`config.mk`:
```
export PLATFORM = sky130hd
export DESIGN_NAME = lfc_host
export DESIGN_NICKNAME = d
export VERILOG_FILES = /design/src/rtl/lfc_pkg.sv /design/src/rtl/lfc_host.sv
export SDC_FILE = /design/constraint.sdc
export NUM_CORES = 1
export LEC_CHECK = 0
export BUFFER_PORTS_ARGS = -buffer_cell sky130_fd_sc_hd__buf_2
export CAP_MARGIN = 20
export CORE_MARGIN = 2
export CORE_UTILIZATION = 50
export CTS_CLUSTER_SIZE = 12
export DETAILED_ROUTE_END_ITERATION = 7
export PLACE_DENSITY_LB_ADDON = 0.1
export SYNTH_ARGS = -nofsm -noshare
export SYNTH_HDL_FRONTEND = slang
export SYNTH_SLANG_ARGS = --single-unit
```
`constraint.sdc`:
```
create_clock -name clk -period 3.1 [get_ports clk]
set_clock_uncertainty 0.2 [all_clocks]
set_input_delay 0.62 -clock clk [delete_from_list [all_inputs] [get_ports clk]]
set_output_delay 0.62 -clock clk [all_outputs]
set_load 0.01 [all_outputs]
```
`src/rtl/lfc_pkg.sv`:
```
// constants, types and register map of the linear flash card host controller
// Summary of operation
// [RULE1] card data bus is 16 bits: even low byte lane, odd high byte lane
// [RULE2] even lane enable gates bits 7..0, odd lane enable gates bits 15..8
// [RULE3] read only with output enable low, write enable high, a lane enabled
// [RULE4] write only with write enable low, output enable high, a lane enabled
// [RULE5] card captures address and data on write enable rising edge
// [RULE6] word address bits 1..24 pick one word of up to 16M words
// [RULE7] smaller cards ignore top address bits 24 and 23
// [RULE8] writing ffh anywhere returns the card to array read mode
// [RULE9] after 90h, reads at identifier addresses return identifier data
// [RULE10] after 70h, the next read anywhere returns the status value
// [RULE11] program: 40h or 10h at target, then data at same target
// [RULE12] erase: 20h then d0h, both inside the target block
// [RULE13] erase unit is one 128 kilobyte block, nothing outside changes
// [RULE14] b0h suspends and d0h resumes an erase or program
// [RULE15] status bit 7 is 1 when ready, 0 while busy
// [RULE16] toggling output enable high then low refreshes the status value
// [RULE17] during erase, output enable low shows status at any address
// [RULE18] status bit 3 flags a programming voltage error
// [RULE19] status bit 1 flags an operation on a locked block
// [RULE20] status bit 4 flags a failed program
// [RULE21] error bits stay set until clear status command 50h
// [RULE22] host clears status after a detected error before retrying
// [RULE23] host issues erase confirm right after erase setup
// [RULE24] card powers up in array read mode
// [RULE25] invalid write cycles leave the array unchanged
package lfc_pkg;
	localparam int CLK_MHZ     = 250;
	localparam int SYNC_STAGES = 2;
	localparam int T_WP_NS     = 60;
	localparam int T_WP_CYC    = (T_WP_NS * CLK_MHZ + 999) / 1000;
	localparam int T_WPH_NS    = 30;
	localparam int T_WREC_NS   = 35;
	localparam int T_WHI_NS    = (T_WREC_NS > T_WPH_NS) ? T_WREC_NS : T_WPH_NS;
	localparam int T_WHI_CYC   = (T_WHI_NS * CLK_MHZ + 999) / 1000;
	localparam int T_ACC_NS    = 75;
	localparam int T_ACC_CYC   = (T_ACC_NS * CLK_MHZ + 999) / 1000 + SYNC_STAGES;
	localparam int T_OEH_NS    = 15;
	localparam int T_OEH_CYC   = (T_OEH_NS * CLK_MHZ + 999) / 1000;

	localparam logic [7:0] REG_CTRL  = 8'h00;
	localparam logic [7:0] REG_ADDR  = 8'h04;
	localparam logic [7:0] REG_WDATA = 8'h08;
	localparam logic [7:0] REG_RDATA = 8'h0c;
	localparam logic [7:0] REG_STAT  = 8'h10;

	localparam int CTRL_OP_LSB      = 0;
	localparam int CTRL_LANE_LSB    = 4;
	localparam int STAT_BUSY_BIT    = 0;
	localparam int STAT_ERR_BIT     = 1;
	localparam int STAT_REFUSED_BIT = 2;
	localparam int STAT_PRESENT_BIT = 3;
	localparam int STAT_SR_LSB      = 8;
	localparam logic [1:0] LANES_RST = 2'h3;

	localparam logic [7:0] CODE_READ_ARRAY = 8'hff;
	localparam logic [7:0] CODE_IDENT      = 8'h90;
	localparam logic [7:0] CODE_STATUS     = 8'h70;
	localparam logic [7:0] CODE_CLEAR      = 8'h50;
	localparam logic [7:0] CODE_ERASE      = 8'h20;
	localparam logic [7:0] CODE_CONFIRM    = 8'hd0;
	localparam logic [7:0] CODE_PROGRAM    = 8'h40;
	localparam logic [7:0] CODE_SUSPEND    = 8'hb0;
	localparam logic [7:0] CODE_RESUME     = 8'hd0;

	localparam int SR_READY_BIT = 7;
	localparam logic [7:0] SR_ERR_MASK = 8'h1a;

	typedef enum logic [3:0] {
		OP_READ_ARRAY = 4'h0, OP_IDENT   = 4'h1, OP_STATUS  = 4'h2,
		OP_CLEAR      = 4'h3, OP_ERASE   = 4'h4, OP_PROGRAM = 4'h5,
		OP_SUSPEND    = 4'h6, OP_RESUME  = 4'h7, OP_READ    = 4'h8,
		OP_POLL       = 4'h9
	} lfc_op_t;

	typedef enum logic [1:0] {
		SEC_NONE = 2'h0, SEC_READ = 2'h1, SEC_DATA = 2'h2, SEC_CONFIRM = 2'h3
	} lfc_second_t;

	typedef enum logic [2:0] {
		STEP_FIRST = 3'b001, STEP_SECOND = 3'b010, STEP_POLL = 3'b100
	} lfc_step_t;

	typedef enum logic [5:0] {
		S_IDLE  = 6'b000001, S_SETUP = 6'b000010, S_WLOW = 6'b000100,
		S_WHIGH = 6'b001000, S_RLOW  = 6'b010000, S_RHIGH = 6'b100000
	} lfc_state_t;

	typedef struct packed {
		logic        valid;
		logic        first_wr;
		logic [7:0]  code;
		lfc_second_t second;
		logic        poll;
		logic        guarded;
		logic        sr_rd;
		logic        clears;
	} lfc_plan_t;

	typedef struct packed {
		logic [23:0] addr;
		logic [15:0] dout;
		logic [1:0]  dout_en;
		logic        oe_n;
		logic        we_n;
		logic        odd_lane_enable_n;
		logic        even_lane_enable_n;
	} lfc_pins_t;
endpackage : lfc_pkg

```
`src/rtl/lfc_host.sv`:
```
// host-side controller driving the linear flash card pins from a register port
//
// The implementer's own choices: the address-and-strobe port and the placing of the registers.
`timescale 1ns/1ps
module lfc_host
	import lfc_pkg::*;
#(
	parameter int CARD_ADDR_BITS = 24
) (
	input  wire logic        clk,
	input  wire logic        rst,
	input  wire logic [7:0]  sw_addr,
	input  wire logic [31:0] sw_wdata,
	input  wire logic        sw_wr,
	input  wire logic        sw_rd,
	output logic      [31:0] sw_rdata,
	output lfc_pins_t        pins,
	input  wire logic [15:0] data_in,
	input  wire logic        insert_detect_a_n,
	input  wire logic        insert_detect_b_n
);
	lfc_state_t  state_reg;
	lfc_step_t   step_reg;
	lfc_step_t   nstep;
	lfc_plan_t   plan_reg;
	lfc_plan_t   req_plan;
	lfc_plan_t   launch_plan;
	lfc_step_t   launch_step;
	lfc_step_t   start_step;
	logic [7:0]  cnt_reg;
	logic [3:0]  op_reg;
	logic [1:0]  lanes_reg;
	logic [23:0] addr_reg;
	logic [15:0] wdata_reg;
	logic [23:0] cyc_addr_reg;
	logic [15:0] cyc_wdata_reg;
	logic [15:0] dout_reg;
	logic [15:0] rdata_reg;
	logic [15:0] sr_reg;
	logic        ready_reg;
	logic        err_reg;
	logic        refused_reg;
	logic [17:0] in_meta_reg;
	logic [17:0] in_sync_reg;
	logic        ctrl_wr;
	logic        accept;
	logic        fin;
	logic        launch;
	logic        launch_wr;
	logic        cyc_end;
	logic        sample;
	logic [15:0] lane_data;
	logic        err_hit;
	logic [1:0]  req_lanes;

	function automatic lfc_plan_t plan_of(input logic [3:0] op);
		lfc_plan_t p;
		p = '0;
		p.valid = 1'b1;
		p.first_wr = 1'b1;
		case (op)
			OP_READ_ARRAY: p.code = CODE_READ_ARRAY; // RULE8 RULE24
			OP_IDENT: begin
				p.code = CODE_IDENT; // RULE9
				p.second = SEC_READ;
			end
			OP_STATUS: begin
				p.code = CODE_STATUS; // RULE10
				p.second = SEC_READ;
				p.sr_rd = 1'b1;
			end
			OP_CLEAR: begin
				p.code = CODE_CLEAR; // RULE21
				p.clears = 1'b1;
			end
			OP_ERASE: begin
				p.code = CODE_ERASE; // RULE12 RULE13
				p.second = SEC_CONFIRM; // RULE23
				p.poll = 1'b1; // RULE17
				p.guarded = 1'b1;
			end
			OP_PROGRAM: begin
				p.code = CODE_PROGRAM; // RULE11
				p.second = SEC_DATA;
				p.poll = 1'b1;
				p.guarded = 1'b1;
			end
			OP_SUSPEND: p.code = CODE_SUSPEND; // RULE14
			OP_RESUME: p.code = CODE_RESUME; // RULE14
			OP_READ: begin
				p.first_wr = 1'b0;
				p.second = SEC_READ;
			end
			OP_POLL: begin
				p.first_wr = 1'b0;
				p.poll = 1'b1;
			end
			default: p.valid = 1'b0; // RULE25
		endcase
		return p;
	endfunction : plan_of

	function automatic logic is_write(input lfc_plan_t p, input lfc_step_t s);
		return (s == STEP_FIRST) ||
			(s == STEP_SECOND && (p.second == SEC_DATA || p.second == SEC_CONFIRM));
	endfunction : is_write

	// pins pass two flops; first stage feeds only the second
	always_ff @(posedge clk) begin
		if (rst) begin
			in_meta_reg <= '0;
			in_sync_reg <= '0;
		end else begin
			in_meta_reg <= {insert_detect_b_n, insert_detect_a_n, data_in};
			in_sync_reg <= in_meta_reg;
		end
	end

	assign ctrl_wr = sw_wr && sw_addr == REG_CTRL;
	assign req_plan = plan_of(sw_wdata[CTRL_OP_LSB +: 4]);
	assign req_lanes = sw_wdata[CTRL_LANE_LSB +: 2];
	// a guarded op is refused while the error flag is set
	assign accept = ctrl_wr && state_reg == S_IDLE && req_plan.valid &&
		req_lanes != 2'h0 && !(req_plan.guarded && err_reg); // RULE22 RULE3 RULE4
	assign start_step = req_plan.first_wr ? STEP_FIRST :
		(req_plan.second != SEC_NONE ? STEP_SECOND : STEP_POLL);
	assign cyc_end = (state_reg == S_WHIGH || state_reg == S_RHIGH) && cnt_reg == 8'h00;
	assign sample = state_reg == S_RLOW && cnt_reg == 8'h00;

	always_comb begin
		nstep = step_reg;
		fin = 1'b0;
		unique case (step_reg)
			STEP_FIRST: begin
				if (plan_reg.second != SEC_NONE) begin
					nstep = STEP_SECOND;
				end else if (plan_reg.poll) begin
					nstep = STEP_POLL;
				end else begin
					fin = 1'b1;
				end
			end
			STEP_SECOND: begin
				if (plan_reg.poll) begin
					nstep = STEP_POLL;
				end else begin
					fin = 1'b1;
				end
			end
			STEP_POLL: fin = ready_reg; // RULE15 RULE16
			default: fin = 1'b1;
		endcase
	end

	assign launch = (state_reg == S_IDLE && accept) || (cyc_end && !fin);
	assign launch_plan = (state_reg == S_IDLE) ? req_plan : plan_reg;
	assign launch_step = (state_reg == S_IDLE) ? start_step : nstep;
	assign launch_wr = is_write(launch_plan, launch_step);

	// bus cycle sequencer
	always_ff @(posedge clk) begin
		if (rst) begin
			state_reg <= S_IDLE;
			step_reg <= STEP_FIRST;
			cnt_reg <= 8'h00;
		end else begin
			unique case (state_reg)
				S_IDLE: begin
					if (launch) begin
						step_reg <= launch_step;
						state_reg <= launch_wr ? S_SETUP : S_RLOW;
						cnt_reg <= launch_wr ? 8'h00 : 8'(T_ACC_CYC - 1);
					end
				end
				S_SETUP: begin
					state_reg <= S_WLOW;
					cnt_reg <= 8'(T_WP_CYC - 1);
				end
				S_WLOW: begin
					if (cnt_reg == 8'h00) begin
						state_reg <= S_WHIGH; // RULE5
						cnt_reg <= 8'(T_WHI_CYC - 1);
					end else begin
						cnt_reg <= cnt_reg - 8'h01;
					end
				end
				S_RLOW: begin
					if (cnt_reg == 8'h00) begin
						state_reg <= S_RHIGH; // RULE16
						cnt_reg <= 8'(T_OEH_CYC - 1);
					end else begin
						cnt_reg <= cnt_reg - 8'h01;
					end
				end
				S_WHIGH, S_RHIGH: begin
					if (cnt_reg != 8'h00) begin
						cnt_reg <= cnt_reg - 8'h01;
					end else if (fin) begin
						state_reg <= S_IDLE;
					end else begin
						step_reg <= launch_step;
						state_reg <= launch_wr ? S_SETUP : S_RLOW;
						cnt_reg <= launch_wr ? 8'h00 : 8'(T_ACC_CYC - 1);
					end
				end
			endcase
		end
	end

	// operation latched at start so software may stage the next one
	always_ff @(posedge clk) begin
		if (rst) begin
			plan_reg <= '0;
			op_reg <= 4'h0;
			lanes_reg <= LANES_RST;
			cyc_addr_reg <= 24'h000000;
			cyc_wdata_reg <= 16'h0000;
		end else if (accept) begin
			plan_reg <= req_plan;
			op_reg <= sw_wdata[CTRL_OP_LSB +: 4];
			lanes_reg <= req_lanes;
			// bits the card lacks are driven low rather than left to wander
			cyc_addr_reg <= addr_reg & 24'((32'h1 << CARD_ADDR_BITS) - 32'h1); // RULE7 RULE6
			cyc_wdata_reg <= wdata_reg;
		end
	end

	always_ff @(posedge clk) begin
		if (rst) begin
			addr_reg <= 24'h000000;
			wdata_reg <= 16'h0000;
		end else if (sw_wr) begin
			if (sw_addr == REG_ADDR) begin
				addr_reg <= sw_wdata[23:0];
			end
			if (sw_addr == REG_WDATA) begin
				wdata_reg <= sw_wdata[15:0];
			end
		end
	end

	// commands are copied to both byte lanes so each enabled lane chip sees them
	always_ff @(posedge clk) begin
		if (rst) begin
			dout_reg <= 16'h0000;
		end else if (launch && launch_wr) begin
			if (launch_step == STEP_FIRST) begin
				dout_reg <= {launch_plan.code, launch_plan.code};
			end else if (launch_plan.second == SEC_DATA) begin
				dout_reg <= (state_reg == S_IDLE) ? wdata_reg : cyc_wdata_reg;
			end else begin
				dout_reg <= {CODE_CONFIRM, CODE_CONFIRM};
			end
		end
	end

	assign lane_data = in_sync_reg[15:0] &
		{{8{lanes_reg[1]}}, {8{lanes_reg[0]}}}; // RULE2
	assign err_hit = |(lane_data & {SR_ERR_MASK, SR_ERR_MASK}); // RULE18 RULE19 RULE20

	// data captured at the end of the access window, sync delay included
	always_ff @(posedge clk) begin
		if (rst) begin
			rdata_reg <= 16'h0000;
			sr_reg <= 16'h0000;
			ready_reg <= 1'b0;
		end else if (sample) begin
			rdata_reg <= lane_data; // RULE1
			if (step_reg == STEP_POLL || plan_reg.sr_rd) begin
				sr_reg <= lane_data;
				ready_reg <= (!lanes_reg[0] || lane_data[SR_READY_BIT]) &&
					(!lanes_reg[1] || lane_data[8 + SR_READY_BIT]); // RULE15
			end
		end
	end

	// error flag: a new error wins over the clear
	always_ff @(posedge clk) begin
		if (rst) begin
			err_reg <= 1'b0;
		end else if (sample && (step_reg == STEP_POLL || plan_reg.sr_rd) && err_hit) begin
			err_reg <= 1'b1; // RULE21
		end else if (cyc_end && fin && plan_reg.clears) begin
			err_reg <= 1'b0; // RULE22
		end
	end

	always_ff @(posedge clk) begin
		if (rst) begin
			refused_reg <= 1'b0;
		end else if (ctrl_wr) begin
			refused_reg <= !accept;
		end
	end

	always_ff @(posedge clk) begin
		if (rst) begin
			sw_rdata <= 32'h00000000;
		end else if (sw_rd) begin
			sw_rdata <= 32'h00000000;
			unique case (sw_addr)
				REG_CTRL: begin
					sw_rdata[CTRL_OP_LSB +: 4] <= op_reg;
					sw_rdata[CTRL_LANE_LSB +: 2] <= lanes_reg;
				end
				REG_ADDR: sw_rdata[23:0] <= addr_reg;
				REG_WDATA: sw_rdata[15:0] <= wdata_reg;
				REG_RDATA: sw_rdata[15:0] <= rdata_reg;
				REG_STAT: begin
					sw_rdata[STAT_BUSY_BIT] <= state_reg != S_IDLE;
					sw_rdata[STAT_ERR_BIT] <= err_reg;
					sw_rdata[STAT_REFUSED_BIT] <= refused_reg;
					sw_rdata[STAT_PRESENT_BIT] <= ~|in_sync_reg[17:16];
					sw_rdata[STAT_SR_LSB +: 16] <= sr_reg;
				end
				default: sw_rdata <= 32'h00000000;
			endcase
		end
	end

	// lanes float in idle, which the card treats as standby
	always_comb begin
		pins.addr = cyc_addr_reg;
		pins.dout = dout_reg;
		pins.oe_n = state_reg != S_RLOW; // RULE3
		pins.we_n = state_reg != S_WLOW; // RULE4
		pins.even_lane_enable_n = state_reg == S_IDLE || !lanes_reg[0];
		pins.odd_lane_enable_n = state_reg == S_IDLE || !lanes_reg[1];
		pins.dout_en = (state_reg == S_SETUP || state_reg == S_WLOW ||
			state_reg == S_WHIGH) ? lanes_reg : 2'h0; // RULE2 RULE5
	end
endmodule : lfc_host

```
==> impl_metrics.py <==
metrics = {
    "outcome": {
        "status": "completed",
    },
    "power": {
        "p_leak_nw": 4.022,
        "ir_worst_vdd_mv": 0.4587,
        "cellPowerDensity_nw_per_um2": 612.1,
        "power_w": 0.006676,
    },
    "global_routing": {
        "grt_pass1_vias": 7540,
        "grt-ovfl-total": 0,
        "antenna_found_initial": 2,
        "grt_pass1_wl_mm": 40.59,
        "grt_max_degree": 91,
        "grtUsageTotal_pct": 25.26,
    },
    "timing": {
        "setup_viol": 0,
        "timing.final.crit_share_pct": 94.81,
        "min_period_ns": 2.939,
        "rsz0062_at_grt": "false",
        "slew-limit-headroom_pct": 52.38,
        "timing_hold_violations_final": 0,
        "setup-tns-final_ns": 0,
        "worst_pin_slew_ns": 0.7116,
        "fin_ws_ns": 0.1609,
        "fmax_mhz": 340.2,
        "drv_slew": 0,
    },
    "logic_synthesis": {
        "synth.area.top_cells": "dfxtp_1, nand2_1, a21oi_1, nand3_1, nor2b_1",
        "yosysTopAreaCellShare_pct": 47.43,
        "async_flop_share_pct": 0,
        "syn-cell-area_um2": 9455,
        "ys_warn_count": 0,
        "synthDistinctLibCells": 70,
        "synth_cells": 1126,
        "synth-seq-cells": 224,
        "synth_ff_type": "dfxtp_1",
        "yosysTopAreaCell": "dfxtp_1",
        "synth_seq_area_share_pct": 47.43,
        "synth.avg_cell_area_um2": 8.397,
        "synth-edff-count": 0,
    },
    "drt": {
        "ant_nets": 0,
        "first_pass_iters": 6,
        "wirelength_mm": 25.70,
        "drtIter0Drc": 662,
        "routed-via-count": 8248,
        "wire_per_inst_um": 17.57,
        "via_per_inst": 5.638,
        "drc": 0,
    },
    "critical_path": {
        "cp.required_ns": 2.28,
        "path_class": "flop to primary output",
        "crit_fanout": 11,
        "end_kind": "primary output",
        "crit_path_start_kind": "flop",
        "arrival_ns": 2.12,
    },
    "floorplanning": {
        "ios": 140,
        "fp.dieH_um": 141.5,
        "start_util_pct": 50.72,
        "core_area_um2": 18640,
        "row_count": 50,
        "fp.dieArea_um2": 20030,
        "die_w_um": 141.5,
    },
    "cts": {
        "clock_latency_ns": 0.52,
        "cts_buffers": 24,
        "cts_resized": 0,
        "cts_tree": "built",
        "clk_pin_slew_ns": 0.06,
        "clockBufferDepth": 3,
        "cts_root_buf": "clkbuf_16",
        "hold_buffers": 0,
        "htreeDepth": 1,
        "post-cts-setup-buffer-count": 0,
        "clock_sinks": 224,
    },
    "place": {
        "place_ws_ns": 0.1836,
        "dp_hpwl_mm": 17.90,
        "dpl_cell_area_um2": 10180,
        "io_buffers": 123,
        "gp_congestion": 0.8875,
    },
    "cells_and_area": {
        "drive_gt1_share_pct": 17.20,
        "fin_nets": 1276,
        "fin_util_pct": 58.50,
        "final_area_um2": 10910,
        "area_delta_synth_final_pct": 15.34,
    },
    "hold_path": {
        "hold_path.class": "input pin to flop",
    },
    "flow_run": {
        "cap_violations": 0,
    },
}
## cells by family (layout without fill, tap and decap cells)
group	after synthesis	count (layout)	synth area share [%]
compound gates	288	288	18.88
xor+xnor	8	8	0.7411
fa+ha+maj	2	2	0.2646
buf+inv	133	227	6.550
flops	224	224	47.43
mux	21	21	3.096
other cells	1	10	0.03966
simple gates	449	449	23.00
## per-stage QoR
| step | hold WS, ns | std cells |
|---|---|---|
| floorplan | 0.2138 | 1133 |
| global placement | 0.2224 | 1420 |
| detailed placement | 0.2278 | 1420 |
| CTS | 0.08951 | 1461 |
| global route | 0.09834 | 1463 |
| finish | 0.1049 | 1463 |
## worst paths after layout
| kind | startpoint | to | depth (start not counted) | slack [ns] |
|---|---|---|---|---|
| setup / recovery | state_reg[5] | pins[1] | 4 | 0.16 |
| hold / removal | data_in[8] | in_meta_reg[8] | 2 | 0.10 |
| setup reg to reg | state_reg[5] | dout_reg[5] | 5 | 0.42 |
| hold reg to reg | in_meta_reg[2] | in_sync_reg[2] | 1 | 0.24 |
## routing by layer
layer	vias up	track usage [%]	wire, um
met3	39	4.792	1644
met1	3858	33.94	11180
met2	259	41.59	12290
met4	0	7.526	584
met5	-	0	0
li1	4092	-	-
## report_power, final
| group | switching [W] | total, W | internal [W] | leakage [nW] |
|---|---|---|---|---|
| Combinational | 0.000626 | 0.00102 | 0.000391 | 1.85 |
| Clock | 0.00113 | 0.00265 | 0.00152 | 0.357 |
| Sequential | 0.0000691 | 0.00300 | 0.00294 | 1.81 |
| Total | 0.00183 | 0.00668 | 0.00485 | 4.02 |
## layout make-up
type / instances / area, um^2
clock inverters: 5 / 36.28
fillers: 1733 / 7737
diodes: 2 / 5.005
multi-input cells: 776 / 4380
flip-flops and latches: 224 / 4484
well taps: 234 / 292.8
clock buffers: 36 / 685.7
inverters: 33 / 123.9
repair buffers: 153 / 897.1
## layout by cell type (no fill, tap or decap), types with 3 or more instances in the layout
cell	instances
and3_1	4
a22oi_1	14
o21ai_0	27
clkbuf_1	8
o31ai_1	4
conb_1	8
nor4_1	5
dfxtp_1	224
clkbuf_16	24
a31oi_1	5
mux2_2	6
buf_4	26
mux2i_1	9
a211oi_1	33
nor2_1	36
mux4_2	6
nor4b_1	3
a21boi_0	8
nor3b_1	5
nand2b_1	9
or4b_1	3
inv_1	32
nand4_1	7
o211ai_1	4
a21oi_1	144
nand2_1	224
o22ai_1	3
buf_2	122
nor2b_1	41
nor3_1	15
a222oi_1	8
clkinv_2	4
xor2_1	6
o221ai_1	17
clkbuf_8	4
buf_12	4
and2_1	6
nand3_1	68
or3_1	5
## critical path, cell delays in order, from the launching register on
cell     delay (ns)
dfxtp_1        0.41
nor4b_4        0.47
nand2_2        0.32
nand2_1        0.23
buf_2          0.16
## synth_stat cells, types with 3 or more instances
library cell / n
buf_4: 9
xor2_1: 6
o22ai_1: 3
nand2b_1: 9
a21oi_1: 144
nor3b_1: 5
nand2_1: 224
nor2_1: 37
o221ai_1: 17
o31ai_1: 4
nor4b_1: 3
a222oi_1: 8
a22oi_1: 14
and3_1: 4
a211oi_1: 33
buf_6: 8
nor4_1: 5
nor3_1: 15
o211ai_1: 4
mux2_2: 6
a31oi_1: 5
a21boi_0: 8
and2_1: 6
or4b_1: 3
dfxtp_1: 224
inv_1: 32
nor2b_1: 41
or3_1: 5
o21ai_0: 27
nand4_1: 7
mux2i_1: 9
mux4_2: 6
nand3_1: 68
clkbuf_1: 61
buf_2: 21
Power figures use the tool's default switching activity.
